$ cat config.mk
export PLATFORM = sky130hd
export DESIGN_NAME = ascr_core
export DESIGN_NICKNAME = d
export VERILOG_FILES = /design/src/ascr_pkg.sv /design/src/ascr_core.sv
export VERILOG_INCLUDE_DIRS = /design/src /design/src/src
export SDC_FILE = /design/constraint.sdc
export NUM_CORES = 1
export LEC_CHECK = 0
export BUFFER_PORTS_ARGS = -buffer_cell sky130_fd_sc_hd__buf_2
export CORE_ASPECT_RATIO = 0.75
export CORE_MARGIN = 2
export CORE_UTILIZATION = 23
export CTS_BUF_LIST = sky130_fd_sc_hd__clkbuf_4
export CTS_CLUSTER_DIAMETER = 120
export DETAILED_ROUTE_END_ITERATION = 12
export GPL_ROUTABILITY_DRIVEN = 0
export SLEW_MARGIN = 10
export SYNTH_ARGS = -nofsm -noshare
export SYNTH_HDL_FRONTEND = slang
export SYNTH_SLANG_ARGS = --single-unit
$ cat constraint.sdc
create_clock -name sys_clk -period 7.73 [get_ports sys_clk]
set_input_delay 0 -clock sys_clk [delete_from_list [all_inputs] [get_ports sys_clk]]
set_output_delay 0 -clock sys_clk [all_outputs]
set_load 0.02 [all_outputs]
$ cat src/ascr_defs.svh
// Register map, field positions, reset values and timing for the serial control block
// Operation
// - Nine-bit mode stores the received ninth bit in ctrl_one bit 7.
// - Nine-bit mode transmits ctrl_one bit 6 as the ninth data bit.
// - serial_off stops prescalers and outputs after the byte in progress; the receive bit counter keeps running while rx_on is set.
// - Word length 0 gives 1+8+1 bits, 1 gives 1+9+1 bits.
// - Wake bit 0 wakes on idle line, 1 on address mark.
// - Parity replaces the most significant data bit; received words are checked.
// - Parity enable takes effect from the next word, both directions.
// - odd_even_choice 0 even, 1 odd, applied after the current byte.
// - parity_err_irq_en lets parity errors raise the serial interrupt.
// - ctrl_two resets to zero, disabling everything it controls.
// - tx_empty_irq_en raises the interrupt while tx_holding_empty is set.
// - tx_done_irq_en raises the interrupt while tx_done_flag is set.
// - rx_irq_en raises the interrupt on overrun or rx_full_flag.
// - line_quiet_irq_en raises the interrupt on idle line detected.
// - A zero pulse on tx_on during transmission sends an idle preamble afterwards.
// - Transmission starts one bit time after tx_on is set.
// - Transmit pin is released when tx_on and rx_on clear or never enabled; serial_off also releases it whenever no frame is shifting.
// - Setting rx_on makes the receiver hunt for a start bit.
// - rx_mute mutes the receiver; hardware clears it on wake-up.
// - break_send set then cleared sends one break word after current word.
// - A received word failing parity sets the parity error flag.
// - A word completing while rx_full_flag is set sets the overrun flag.
`ifndef ASCR_DEFS_SVH
`define ASCR_DEFS_SVH

`define ASCR_OFF_CTRL_ONE   5'h00
`define ASCR_OFF_CTRL_TWO   5'h04
`define ASCR_OFF_STATUS     5'h08
`define ASCR_OFF_DATA       5'h0C
`define ASCR_OFF_BAUD       5'h10

`define ASCR_C1_RX9         7
`define ASCR_C1_TX9         6
`define ASCR_C1_OFF         5
`define ASCR_C1_M           4
`define ASCR_C1_WAKE        3
`define ASCR_C1_PCE         2
`define ASCR_C1_PS          1
`define ASCR_C1_PIE         0

`define ASCR_C2_TIE         7
`define ASCR_C2_TX_DONE_IRQ_EN        6
`define ASCR_C2_RIE         5
`define ASCR_C2_LINE_QUIET_IRQ_EN        4
`define ASCR_C2_TE          3
`define ASCR_C2_RE          2
`define ASCR_C2_RWU         1
`define ASCR_C2_SBK         0

`define ASCR_CTRL_ONE_RST   8'h00
`define ASCR_CTRL_TWO_RST   8'h00
`define ASCR_BAUD_RST       16'h015B

`define ASCR_LEN_EIGHT      4'hA
`define ASCR_LEN_NINE       4'hB

`endif

$ cat src/ascr_pkg.sv
// Types shared by the serial control block
package ascr_pkg;

    typedef enum logic [1:0] {
        ASCR_TX_IDLE  = 2'b00,
        ASCR_TX_WAIT  = 2'b01,
        ASCR_TX_SHIFT = 2'b10
    } ascr_tx_state_e;

    typedef enum logic [1:0] {
        ASCR_RX_IDLE  = 2'b00,
        ASCR_RX_START = 2'b01,
        ASCR_RX_BITS  = 2'b10,
        ASCR_RX_STOP  = 2'b11
    } ascr_rx_state_e;

    typedef enum logic [1:0] {
        ASCR_KIND_DATA  = 2'b00,
        ASCR_KIND_BREAK = 2'b01,
        ASCR_KIND_IDLE  = 2'b10
    } ascr_kind_e;

endpackage

$ cat src/ascr_core.sv
// Asynchronous serial interface with its two control registers on an Avalon-MM slave
//
// Chosen here: the Avalon-MM register port and the register addresses.
`timescale 1ns/10ps
`include "ascr_defs.svh"

module ascr_core (
    input  wire logic        sys_clk,
    input  wire logic        nrst,
    input  wire logic        clk_en,
    input  wire logic [4:0]  avs_address,
    input  wire logic        avs_read,
    input  wire logic        avs_write,
    input  wire logic [31:0] avs_writedata,
    output logic      [31:0] avs_readdata,
    output logic             avs_waitrequest,
    input  wire logic        rx_in,
    output logic             tx_out,
    output logic             tx_oe,
    output logic             serial_irq
);

    logic                    rst_meta_reg;
    logic                    rst_n_reg;
    logic                    rx_meta_reg;
    logic                    rx_sync_reg;
    logic                    rx_prev_reg;
    logic                    ack_reg;
    logic [31:0]             rdata_reg;
    logic [7:0]              ctrl_one;
    logic [7:0]              ctrl_two;
    logic [15:0]             baud_reg;
    logic [7:0]              tdr_reg;
    logic [8:0]              rdr_reg;
    logic                    stat_seen_reg;
    logic                    tx_holding_empty_reg;
    logic                    tc_reg;
    logic                    rx_full_flag_reg;
    logic                    idle_reg;
    logic                    ovr_reg;
    logic                    pe_reg;
    ascr_pkg::ascr_tx_state_e tx_state_reg;
    ascr_pkg::ascr_kind_e    tx_kind_reg;
    logic [10:0]             tx_frame_reg;
    logic [3:0]              tx_bit_reg;
    logic [3:0]              tx_len_reg;
    logic [15:0]             tx_cnt_reg;
    logic                    te_prev_reg;
    logic                    sbk_prev_reg;
    logic                    te_drop_reg;
    logic                    pre_req_reg;
    logic                    brk_req_reg;
    logic                    tx_ever_reg;
    ascr_pkg::ascr_rx_state_e rx_state_reg;
    logic [15:0]             rx_cnt_reg;
    logic [3:0]              rx_bit_reg;
    logic [8:0]              rx_sh_reg;
    logic                    rx_m_reg;
    logic                    rx_pce_reg;
    logic                    rx_ps_reg;
    logic [3:0]              quiet_reg;
    logic                    idle_arm_reg;

    logic                    wr_go;
    logic                    rd_go;
    logic                    rd_data_seq;
    logic                    wr_data_seq;
    logic [31:0]             rd_mux;
    logic                    tx_tick;
    logic                    tx_last;
    logic                    tx_start;
    logic                    tx_end;
    logic                    rx_tick;
    logic                    rx_half;
    logic                    word_done;
    logic [8:0]              word9;
    logic                    word_msb;
    logic                    word_take;
    logic                    parity_bad;
    logic                    quiet_hit;
    logic                    mute_clr;
    logic [8:0]              tx_data9;
    logic [10:0]             tx_data_frame;

    function automatic logic par_calc(input logic [8:0] d, input logic nine);
        par_calc = nine ? ^d[7:0] : ^d[6:0];
    endfunction

    function automatic logic bit_done(input logic [15:0] cnt, input logic [15:0] div);
        bit_done = (cnt >= div - 16'h0001);
    endfunction

    function automatic logic [3:0] frame_len(input logic nine);
        frame_len = nine ? `ASCR_LEN_NINE : `ASCR_LEN_EIGHT;
    endfunction

    // Reset release is synchronised so no flop leaves reset on a partial edge
    always_ff @(posedge sys_clk or negedge nrst)
    begin
        if (!nrst)
        begin
            rst_meta_reg <= 1'b0;
            rst_n_reg    <= 1'b0;
        end
        else if (clk_en)
        begin
            rst_meta_reg <= 1'b1;
            rst_n_reg    <= rst_meta_reg;
        end
    end

    always_ff @(posedge sys_clk or negedge rst_n_reg)
    begin
        if (!rst_n_reg)
        begin
            rx_meta_reg <= 1'b1;
            rx_sync_reg <= 1'b1;
            rx_prev_reg <= 1'b1;
        end
        else if (clk_en)
        begin
            rx_meta_reg <= rx_in;
            rx_sync_reg <= rx_meta_reg;
            rx_prev_reg <= rx_sync_reg;
        end
    end

    // Bus: one wait cycle per access, read data fetched during the wait
    assign avs_waitrequest = (avs_read | avs_write) & ~ack_reg;
    assign wr_go           = avs_write & ack_reg;
    assign rd_go           = avs_read & ack_reg;
    assign rd_data_seq     = rd_go & (avs_address == `ASCR_OFF_DATA) & stat_seen_reg;
    assign wr_data_seq     = wr_go & (avs_address == `ASCR_OFF_DATA) & stat_seen_reg;
    assign avs_readdata    = rdata_reg;

    always_comb
    begin
        rd_mux = 32'h0000_0000;
        case (avs_address)
            `ASCR_OFF_CTRL_ONE: rd_mux = {24'h00_0000, ctrl_one};
            `ASCR_OFF_CTRL_TWO: rd_mux = {24'h00_0000, ctrl_two};
            `ASCR_OFF_STATUS:   rd_mux = {24'h00_0000, tx_holding_empty_reg, tc_reg, rx_full_flag_reg, idle_reg, ovr_reg, 2'b00, pe_reg};
            `ASCR_OFF_DATA:     rd_mux = {24'h00_0000, rdr_reg[7:0]};
            `ASCR_OFF_BAUD:     rd_mux = {16'h0000, baud_reg};
            default:            rd_mux = 32'h0000_0000;
        endcase
    end

    always_ff @(posedge sys_clk or negedge rst_n_reg)
    begin
        if (!rst_n_reg)
        begin
            ack_reg       <= 1'b0;
            rdata_reg     <= 32'h0000_0000;
            stat_seen_reg <= 1'b0;
        end
        else if (clk_en)
        begin
            ack_reg <= (avs_read | avs_write) & ~ack_reg;
            if (avs_read & ~ack_reg)
                rdata_reg <= rd_mux;
            if (rd_go & (avs_address == `ASCR_OFF_STATUS))
                stat_seen_reg <= 1'b1;
            else if (rd_data_seq | wr_data_seq)
                stat_seen_reg <= 1'b0;
        end
    end

    // Control registers; bit 7 of ctrl_one is filled by the receiver only
    always_ff @(posedge sys_clk or negedge rst_n_reg)
    begin
        if (!rst_n_reg)
        begin
            ctrl_one <= `ASCR_CTRL_ONE_RST;
            ctrl_two <= `ASCR_CTRL_TWO_RST;
            baud_reg <= `ASCR_BAUD_RST;
            tdr_reg  <= 8'h00;
        end
        else if (clk_en)
        begin
            if (wr_go & (avs_address == `ASCR_OFF_CTRL_ONE))
                ctrl_one[6:0] <= avs_writedata[6:0];
            if (word_take & ~rx_full_flag_reg & rx_m_reg)
                ctrl_one[`ASCR_C1_RX9] <= word9[8];
            // A software write to ctrl_two outranks the hardware wake-up clear
            if (wr_go & (avs_address == `ASCR_OFF_CTRL_TWO))
                ctrl_two <= avs_writedata[7:0];
            else if (mute_clr)
                ctrl_two[`ASCR_C2_RWU] <= 1'b0;
            if (wr_go & (avs_address == `ASCR_OFF_BAUD) & (avs_writedata[15:0] != 16'h0000))
                baud_reg <= avs_writedata[15:0];
            if (wr_go & (avs_address == `ASCR_OFF_DATA))
                tdr_reg <= avs_writedata[7:0];
        end
    end

    // Transmitter
    assign tx_tick  = bit_done(tx_cnt_reg, baud_reg);
    assign tx_last  = tx_tick & (tx_bit_reg == tx_len_reg - 4'h1);
    assign tx_end   = (tx_state_reg == ascr_pkg::ASCR_TX_SHIFT) & tx_last;
    assign tx_start = (tx_state_reg == ascr_pkg::ASCR_TX_IDLE) & ctrl_two[`ASCR_C2_TE] & ~ctrl_one[`ASCR_C1_OFF]
                      & te_prev_reg & (brk_req_reg | pre_req_reg | ~tx_holding_empty_reg);

    always_comb
    begin
        tx_data9 = {ctrl_one[`ASCR_C1_TX9], tdr_reg};
        if (ctrl_one[`ASCR_C1_PCE])
        begin
            if (ctrl_one[`ASCR_C1_M])
                tx_data9[8] = par_calc(tx_data9, 1'b1) ^ ctrl_one[`ASCR_C1_PS];
            else
                tx_data9[7] = par_calc(tx_data9, 1'b0) ^ ctrl_one[`ASCR_C1_PS];
        end
        if (ctrl_one[`ASCR_C1_M])
            tx_data_frame = {1'b1, tx_data9, 1'b0};
        else
            tx_data_frame = {2'b11, tx_data9[7:0], 1'b0};
    end

    always_ff @(posedge sys_clk or negedge rst_n_reg)
    begin
        if (!rst_n_reg)
        begin
            tx_state_reg <= ascr_pkg::ASCR_TX_IDLE;
            tx_kind_reg  <= ascr_pkg::ASCR_KIND_DATA;
            tx_frame_reg <= 11'h7FF;
            tx_bit_reg   <= 4'h0;
            tx_len_reg   <= `ASCR_LEN_EIGHT;
            tx_cnt_reg   <= 16'h0000;
        end
        else if (clk_en)
        begin
            unique case (tx_state_reg)
                ascr_pkg::ASCR_TX_IDLE:
                begin
                    tx_cnt_reg <= 16'h0000;
                    tx_bit_reg <= 4'h0;
                    if (ctrl_two[`ASCR_C2_TE] & ~te_prev_reg)
                        tx_state_reg <= ascr_pkg::ASCR_TX_WAIT;
                    else if (tx_start)
                    begin
                        // Format latched per frame so mode changes apply from the next word
                        tx_state_reg <= ascr_pkg::ASCR_TX_SHIFT;
                        tx_len_reg   <= frame_len(ctrl_one[`ASCR_C1_M]);
                        if (brk_req_reg)
                        begin
                            tx_kind_reg  <= ascr_pkg::ASCR_KIND_BREAK;
                            tx_frame_reg <= 11'h000;
                        end
                        else if (pre_req_reg)
                        begin
                            tx_kind_reg  <= ascr_pkg::ASCR_KIND_IDLE;
                            tx_frame_reg <= 11'h7FF;
                        end
                        else
                        begin
                            tx_kind_reg  <= ascr_pkg::ASCR_KIND_DATA;
                            tx_frame_reg <= tx_data_frame;
                        end
                    end
                end
                ascr_pkg::ASCR_TX_WAIT:
                begin
                    tx_cnt_reg <= tx_tick ? 16'h0000 : tx_cnt_reg + 16'h0001;
                    if (tx_tick)
                        tx_state_reg <= ascr_pkg::ASCR_TX_IDLE;
                end
                ascr_pkg::ASCR_TX_SHIFT:
                begin
                    tx_cnt_reg <= tx_tick ? 16'h0000 : tx_cnt_reg + 16'h0001;
                    if (tx_tick)
                    begin
                        tx_frame_reg <= {1'b1, tx_frame_reg[10:1]};
                        tx_bit_reg   <= tx_bit_reg + 4'h1;
                    end
                    if (tx_last)
                        tx_state_reg <= ascr_pkg::ASCR_TX_IDLE;
                end
            endcase
        end
    end

    always_ff @(posedge sys_clk or negedge rst_n_reg)
    begin
        if (!rst_n_reg)
        begin
            te_prev_reg  <= 1'b0;
            sbk_prev_reg <= 1'b0;
            te_drop_reg  <= 1'b0;
            pre_req_reg  <= 1'b0;
            brk_req_reg  <= 1'b0;
            tx_ever_reg  <= 1'b0;
        end
        else if (clk_en)
        begin
            te_prev_reg  <= ctrl_two[`ASCR_C2_TE];
            sbk_prev_reg <= ctrl_two[`ASCR_C2_SBK];
            if (ctrl_two[`ASCR_C2_TE])
                tx_ever_reg <= 1'b1;
            if (~ctrl_two[`ASCR_C2_TE] & te_prev_reg & (tx_state_reg == ascr_pkg::ASCR_TX_SHIFT))
                te_drop_reg <= 1'b1;
            else if (ctrl_two[`ASCR_C2_TE] & ~te_prev_reg)
                te_drop_reg <= 1'b0;
            if (ctrl_two[`ASCR_C2_TE] & ~te_prev_reg & te_drop_reg)
                pre_req_reg <= 1'b1;
            else if (tx_start & ~brk_req_reg)
                pre_req_reg <= 1'b0;
            if (~ctrl_two[`ASCR_C2_SBK] & sbk_prev_reg)
                brk_req_reg <= 1'b1;
            else if (tx_start)
                brk_req_reg <= 1'b0;
        end
    end

    assign tx_out = tx_frame_reg[0];
    // Pin is handed back when both directions are off or tx_on was never set; serial_off frees it once idle
    assign tx_oe  = tx_ever_reg & (ctrl_two[`ASCR_C2_TE] | ctrl_two[`ASCR_C2_RE])
                    & ~(ctrl_one[`ASCR_C1_OFF] & (tx_state_reg != ascr_pkg::ASCR_TX_SHIFT));

    // Receiver
    assign rx_tick    = bit_done(rx_cnt_reg, baud_reg);
    assign rx_half    = rx_cnt_reg >= {1'b0, baud_reg[15:1]};
    assign word_done  = (rx_state_reg == ascr_pkg::ASCR_RX_STOP) & rx_tick;
    assign word9      = rx_m_reg ? rx_sh_reg : {1'b0, rx_sh_reg[8:1]};
    assign word_msb   = rx_m_reg ? word9[8] : word9[7];
    assign parity_bad = rx_pce_reg & (par_calc(word9, rx_m_reg) ^ word_msb ^ rx_ps_reg);
    // Muted words are dropped unless wake is on address mark and they carry it
    assign word_take  = word_done & (~ctrl_two[`ASCR_C2_RWU] | (ctrl_one[`ASCR_C1_WAKE] & word_msb));
    assign quiet_hit  = (rx_state_reg == ascr_pkg::ASCR_RX_IDLE) & rx_tick & rx_sync_reg
                        & (quiet_reg == frame_len(ctrl_one[`ASCR_C1_M]) - 4'h1);
    assign mute_clr   = ctrl_two[`ASCR_C2_RWU]
                        & ((word_done & ctrl_one[`ASCR_C1_WAKE] & word_msb)
                        | (quiet_hit & ~ctrl_one[`ASCR_C1_WAKE]));

    always_ff @(posedge sys_clk or negedge rst_n_reg)
    begin
        if (!rst_n_reg)
        begin
            rx_state_reg <= ascr_pkg::ASCR_RX_IDLE;
            rx_cnt_reg   <= 16'h0000;
            rx_bit_reg   <= 4'h0;
            rx_sh_reg    <= 9'h000;
            rx_m_reg     <= 1'b0;
            rx_pce_reg   <= 1'b0;
            rx_ps_reg    <= 1'b0;
            quiet_reg    <= 4'h0;
        end
        else if (clk_en)
        begin
            if (~ctrl_two[`ASCR_C2_RE])
            begin
                rx_state_reg <= ascr_pkg::ASCR_RX_IDLE;
                rx_cnt_reg   <= 16'h0000;
                quiet_reg    <= 4'h0;
            end
            else
            begin
                unique case (rx_state_reg)
                    ascr_pkg::ASCR_RX_IDLE:
                    begin
                        rx_bit_reg <= 4'h0;
                        if (~rx_sync_reg & rx_prev_reg & ~ctrl_one[`ASCR_C1_OFF])
                        begin
                            rx_state_reg <= ascr_pkg::ASCR_RX_START;
                            rx_cnt_reg   <= 16'h0000;
                            quiet_reg    <= 4'h0;
                            rx_m_reg     <= ctrl_one[`ASCR_C1_M];
                            rx_pce_reg   <= ctrl_one[`ASCR_C1_PCE];
                            rx_ps_reg    <= ctrl_one[`ASCR_C1_PS];
                        end
                        else
                        begin
                            rx_cnt_reg <= rx_tick ? 16'h0000 : rx_cnt_reg + 16'h0001;
                            if (~rx_sync_reg)
                                quiet_reg <= 4'h0;
                            else if (rx_tick & ~quiet_hit & (quiet_reg != 4'hF))
                                quiet_reg <= quiet_reg + 4'h1;
                        end
                    end
                    ascr_pkg::ASCR_RX_START:
                    begin
                        rx_cnt_reg <= rx_half ? 16'h0000 : rx_cnt_reg + 16'h0001;
                        if (rx_half)
                            rx_state_reg <= rx_sync_reg ? ascr_pkg::ASCR_RX_IDLE : ascr_pkg::ASCR_RX_BITS;
                    end
                    ascr_pkg::ASCR_RX_BITS:
                    begin
                        rx_cnt_reg <= rx_tick ? 16'h0000 : rx_cnt_reg + 16'h0001;
                        if (rx_tick)
                        begin
                            rx_sh_reg  <= {rx_sync_reg, rx_sh_reg[8:1]};
                            rx_bit_reg <= rx_bit_reg + 4'h1;
                            if (rx_bit_reg == frame_len(rx_m_reg) - 4'h3)
                                rx_state_reg <= ascr_pkg::ASCR_RX_STOP;
                        end
                    end
                    ascr_pkg::ASCR_RX_STOP:
                    begin
                        rx_cnt_reg <= rx_tick ? 16'h0000 : rx_cnt_reg + 16'h0001;
                        if (rx_tick)
                            rx_state_reg <= ascr_pkg::ASCR_RX_IDLE;
                    end
                endcase
            end
        end
    end

    // Status flags: a hardware set in the same cycle as a software clear wins
    always_ff @(posedge sys_clk or negedge rst_n_reg)
    begin
        if (!rst_n_reg)
        begin
            tx_holding_empty_reg     <= 1'b1;
            tc_reg       <= 1'b1;
            rx_full_flag_reg     <= 1'b0;
            idle_reg     <= 1'b0;
            ovr_reg      <= 1'b0;
            pe_reg       <= 1'b0;
            rdr_reg      <= 9'h000;
            idle_arm_reg <= 1'b0;
        end
        else if (clk_en)
        begin
            if (tx_start & ~brk_req_reg & ~pre_req_reg)
                tx_holding_empty_reg <= 1'b1;
            else if (wr_data_seq)
                tx_holding_empty_reg <= 1'b0;
            if (tx_end & (tx_kind_reg == ascr_pkg::ASCR_KIND_DATA))
                tc_reg <= 1'b1;
            else if (wr_data_seq)
                tc_reg <= 1'b0;
            if (word_take & ~rx_full_flag_reg)
            begin
                rx_full_flag_reg <= 1'b1;
                rdr_reg  <= word9; // Overrun keeps the held word intact
            end
            else if (rd_data_seq)
                rx_full_flag_reg <= 1'b0;
            if (word_take & rx_full_flag_reg)
                ovr_reg <= 1'b1;
            else if (rd_data_seq)
                ovr_reg <= 1'b0;
            if (word_take & parity_bad)
                pe_reg <= 1'b1;
            else if (rd_data_seq)
                pe_reg <= 1'b0;
            // Idle is reported once per burst of received data
            if (word_take)
                idle_arm_reg <= 1'b1;
            else if (quiet_hit)
                idle_arm_reg <= 1'b0;
            if (quiet_hit & idle_arm_reg)
                idle_reg <= 1'b1;
            else if (rd_data_seq)
                idle_reg <= 1'b0;
        end
    end

    assign serial_irq = (ctrl_two[`ASCR_C2_TIE] & tx_holding_empty_reg)
                      | (ctrl_two[`ASCR_C2_TX_DONE_IRQ_EN] & tc_reg)
                      | (ctrl_two[`ASCR_C2_RIE] & (ovr_reg | rx_full_flag_reg))
                      | (ctrl_two[`ASCR_C2_LINE_QUIET_IRQ_EN] & idle_reg)
                      | (ctrl_one[`ASCR_C1_PIE] & pe_reg);

endmodule

# After elaboration in Yosys (flattened, before gate mapping)
# Index checks and enable logic that the tools add are counted.
# W data, S select, Z words.
# word_totals
register_bits	177
inputBits	43
out_inout_bits	36
word_cells	289
# classes
add_sub_neg	9
magnitude_cmp	3
eq_ne	28
muxes	67
n_bitwise	86
n_reduce_logical	54
# op_table
cell	count
$mux W16	5
$pmux W16 S5	1
$and A1 B1 Y1	55
$mux W11	5
$pmux W16 S3	1
$reduce_and A2 Y1	20
$add A16 B1 Y16 const B	2
$ge A16 B16 Y1	2
$pmux W16 S2	1
$mux W2	14
$mux W4	7
$reduce_bool A2 Y1	14
$mux W1	26
$pmux W11 S2	1
$reduce_and A4 Y1	5
$ge A16 B15 Y1	1
$pmux W4 S2	2
$reduce_bool A16 Y1	1
$reduce_xor A8 Y1	2
$sub A16 B1 Y16 const B	1
$not A1 Y1	15
$ne A2 B2 Y1 const B	7
$reduce_xor A7 Y1	2
$add A4 B1 Y4 const B	3
other kinds (25)	54

# Logic depth before layout (Yosys ltp)
# depth
ltp_word	13
mapped_depth	18

# Least setup slack after synthesis
# No wires, ideal clock.
# synth_timing
path_type	reg2reg
start	register, netlist name rst_n_reg
end	register rst_n_reg
setup_ps	91
arrival_ps	4197
t_required_ps	7639
setup_slack_ps	3442
stages_incl_launch_ff	2
n_path_buf	0
cell_sequence	dfrtp_1 mux2_2
# synth_lines
element	line	rtl
to (signal assigned)	ascr_core.sv:108	rst_n_reg <= rst_meta_reg;
to (decl)	ascr_core.sv:24	logic rst_n_reg;

# Worst setup path after layout
# layout_timing
start	register baud_reg[1]
end	register tx_frame_reg[9]
# layout_between
elab_chain_len	4
# layout_rtl
element	line	rtl
from (decl)	ascr_core.sv:32	logic [15:0] baud_reg;
from (signal assigned)	ascr_core.sv:176	baud_reg <= `ASCR_BAUD_RST;
from (signal assigned)	ascr_core.sv:191	baud_reg <= avs_writedata[15:0];
$sub A16 B1 Y16	ascr_core.sv:90	bit_done = (cnt >= div - 16'h0001);
$ge A16 B16 Y1	ascr_core.sv:90	
$ne A2 B2 Y1 (no line)	-	
$reduce_and A5 Y1 (no line)	-	
to (signal assigned)	ascr_core.sv:258	tx_frame_reg <= tx_data_frame;
to (signal assigned)	ascr_core.sv:273	tx_frame_reg <= {1'b1, tx_frame_reg[10:1]};
to (decl)	ascr_core.sv:44	logic [10:0] tx_frame_reg;
# No other way between the ends.
# A chain may end at the register's enable or synchronous reset.

==> results_dict.tcl <==
set metrics [dict create \
    post-cts-setup-buffer-count 0 \
    post-route-min-period_ns 4.78 \
    wl_per_cell_um 15.3 \
    synth_cells 938 \
    ys_types 70 \
    crit_required_ns 8.25 \
    yosys_most_used_dff "dfrtp_1" \
    outcome "completed" \
    syn_area_mm2 0.00932 \
    rsz0062_at_grt "false" \
    cts.sinks 158 \
    grt-ovfl-total 0 \
    critPathLaunchType "register" \
    p_per_area_mw_per_mm2 204 \
    dieArea_mm2 0.0422 \
    fmax_mhz 209 \
    clockBufferDepth 2 \
    cp_max_fo 11 \
    fp.dieW_um 236 \
    track_usage_pct 11.5 \
    syn_to_final_growth_pct 13.9 \
    fin_tns_setup_ns 0 \
    synth_edf_count 0 \
    pwr-share-comb_pct 30.3 \
    antenna_found_initial 1 \
    async_flop_share_pct 100 \
    remaining_drc_errors 0 \
    synth_top_cell_by_area "dfrtp_1" \
    grt_pass1_vias 6928 \
    skew_ns 0.0199 \
    p_int_mw 1.37 \
    synth_most_common_cell "dfrtp_1" \
    post-place-ws_ns 2.91 \
    viasPerCell 4.74 \
    rows 63 \
    clk_pin_slew_ns 0.15 \
    coreArea_mm2 0.0397 \
    ios 79 \
    p_sw_share_pct 37.0 \
    h-tree-depth 4 \
    yosysSeqAreaShare_pct 42.7 \
    pwr-share-clk_pct 22.7 \
    slew_headroom_pct 25.1 \
    grt_start_max_net_pins 75 \
    cts-root-buf "clkbuf_4" \
    pwr-share-seq_pct 46.9 \
    layout.nets 1098 \
    post-route-util_pct 26.7 \
    numCtsBuffers 17 \
    yosys_warnings 0 \
    drtAntennaViolNets 0 \
    end_kind "register" \
    fin_ws_ns 2.95 \
    maxSlewViolCount 0 \
    ir_worst_vdd_v 0.0000817 \
    clock_latency_ns 0.58 \
    drt_iter0_drc 699 \
    start_util_pct 23.5 \
    timing_worst_setup_path_type "register to register" \
    synth_seq_cells 158 \
    drtPass1Iterations 5 \
    maxCapViolations 0 \
    synth.top_cell.area_share_pct 36.5 \
    grt_first_pass_wirelength_um 38500 \
    dpl.hpwl_um 17400 \
    synth_common_cells "dfrtp_1 (136), nand2_1 (103), o21ai_0 (71), mux2_2 (69), nor2_1 (54)" \
    avgSynthCellArea_um2 9.94 \
    finalSetupViolations 0 \
    power.switching_uw 803 \
    synthTopCellsByArea "dfrtp_1 (37%), mux2_2 (8.3%), ha_1 (7.0%)" \
    drive_above_1_share_pct 19.1 \
    tightest_slew_ns 1.12 \
    cts_tree "built" \
    cts_resized 0 \
    hold_violations 0 \
    drt_wl_total_um 23500 \
    vias 7291 \
    finalCritPeriodShare_pct 61.8 \
    die_h_um 178 \
    arrival_ns 5.29 \
    p_leak_nw 4.74 \
    hold_class "input port to register" \
    port_buffers 46 \
]
-- area by class of cell --
cell class	count	area, um2
clock buffer	18	135
tap	520	651
multi-input combinational	713	5010
inverter	30	113
sequential	158	3990
timing repair buffer	83	581
clock inverter	14	133
antenna	1	2.50
fill	4235	29100
-- layer usage --
metal	global-route usage [%]	up-vias	share of wire [%]
li1	-	3548	-
met1	16.5	3606	51
met3	2.80	17	4.3
met4	2.74	0	1.3
met2	17.2	120	44
met5	0	-	0
-- metrics by stage --
stage                     hold slack (ns)  cell area [um2]  power [mW]  std cells
final                               0.209            10600        2.17       1537
after global routing                0.174            10600        2.33       1536
after CTS                           0.159            10600        2.19       1536
after detailed placement           -0.210            10100        1.68       1475
after global placement             -0.215            10100        1.66       1475
after floorplan                    -0.296             9380        1.51        953
-- cell usage in the layout, fill, tap and decap left out, types with 15 or more instances in the layout --
master / netlist / layout
a21o_1: 15 / 15
a21oi_1: 33 / 33
a22o_1: 27 / 27
and3_1: 18 / 18
buf_2: 6 / 46
clkbuf_4: 0 / 18
conb_1: 1 / 16
dfrtp_1: 136 / 135
dfstp_2: 22 / 22
dlygate4sd3_1: 0 / 29
ha_1: 52 / 52
inv_1: 30 / 30
mux2_2: 69 / 69
nand2_1: 103 / 103
nand3_1: 19 / 19
nor2_1: 54 / 54
nor2b_1: 18 / 18
nor3_1: 16 / 15
o21ai_0: 71 / 71
xnor2_1: 27 / 27
-- what timing repair did --
action | CTS | global route
endpoints found under the hold margin | 63 | 0
setup endpoints to repair | 0 | 0
hold buffers | 29 | 0
-- worst paths after layout --
check / start / endpoint / slack, ns / cells past startpoint
worst max register to register: baud_reg[1] / tx_frame_reg[9] / 2.95 / 12
max in group asynchronous: rst_n_reg / rx_cnt_reg[3] / 5.45 / 2
worst min register to register: rst_n_reg / tx_cnt_reg[12] / 0.37 / 0
worst max-delay path: baud_reg[1] / tx_frame_reg[9] / 2.95 / 12
worst min-delay path: rx_in / rx_meta_reg / 0.21 / 3
min in group asynchronous: nrst / rst_n_reg / 0.29 / 3
-- worst max-delay path, stage by stage (launching register included) --
cell     delay (ns)
dfstp_2        0.43
or4_4          0.57
nor2_1         0.20
nand2_1        0.11
nor3_1         0.31
and3_1         0.22
xnor2_1        0.12
ha_1           0.32
nand4_1        0.12
o21ai_0        0.54
nand2_1        0.37
a21oi_1        0.97
mux2_2         0.43
-- kinds of logic (layout without fill, tap and decap cells) --
family	after synthesis	after routing	synth area share [%]
other	1	17	0.0402
AO/OA/AOI/OAI	242	242	17.7
adder cells (fa/ha/maj)	52	52	6.98
buffers and inverters	82	145	4.15
AND/OR/NAND/NOR	288	288	15.5
multiplexers	83	83	9.85
flip-flops	158	158	42.7
XOR/XNOR	32	32	3.01
-- power by group through the flow --
stage               Sequential [mW]  Clock (mW)  Combinational, mW
floorplan                     0.991           0              0.515
finish                         1.02       0.493              0.658
global placement               1.03           0              0.627
global route                   1.03       0.548              0.746
CTS                            1.02       0.515              0.660
detailed placement             1.03           0              0.647
Note: power is estimated with default switching activity, not from simulation.
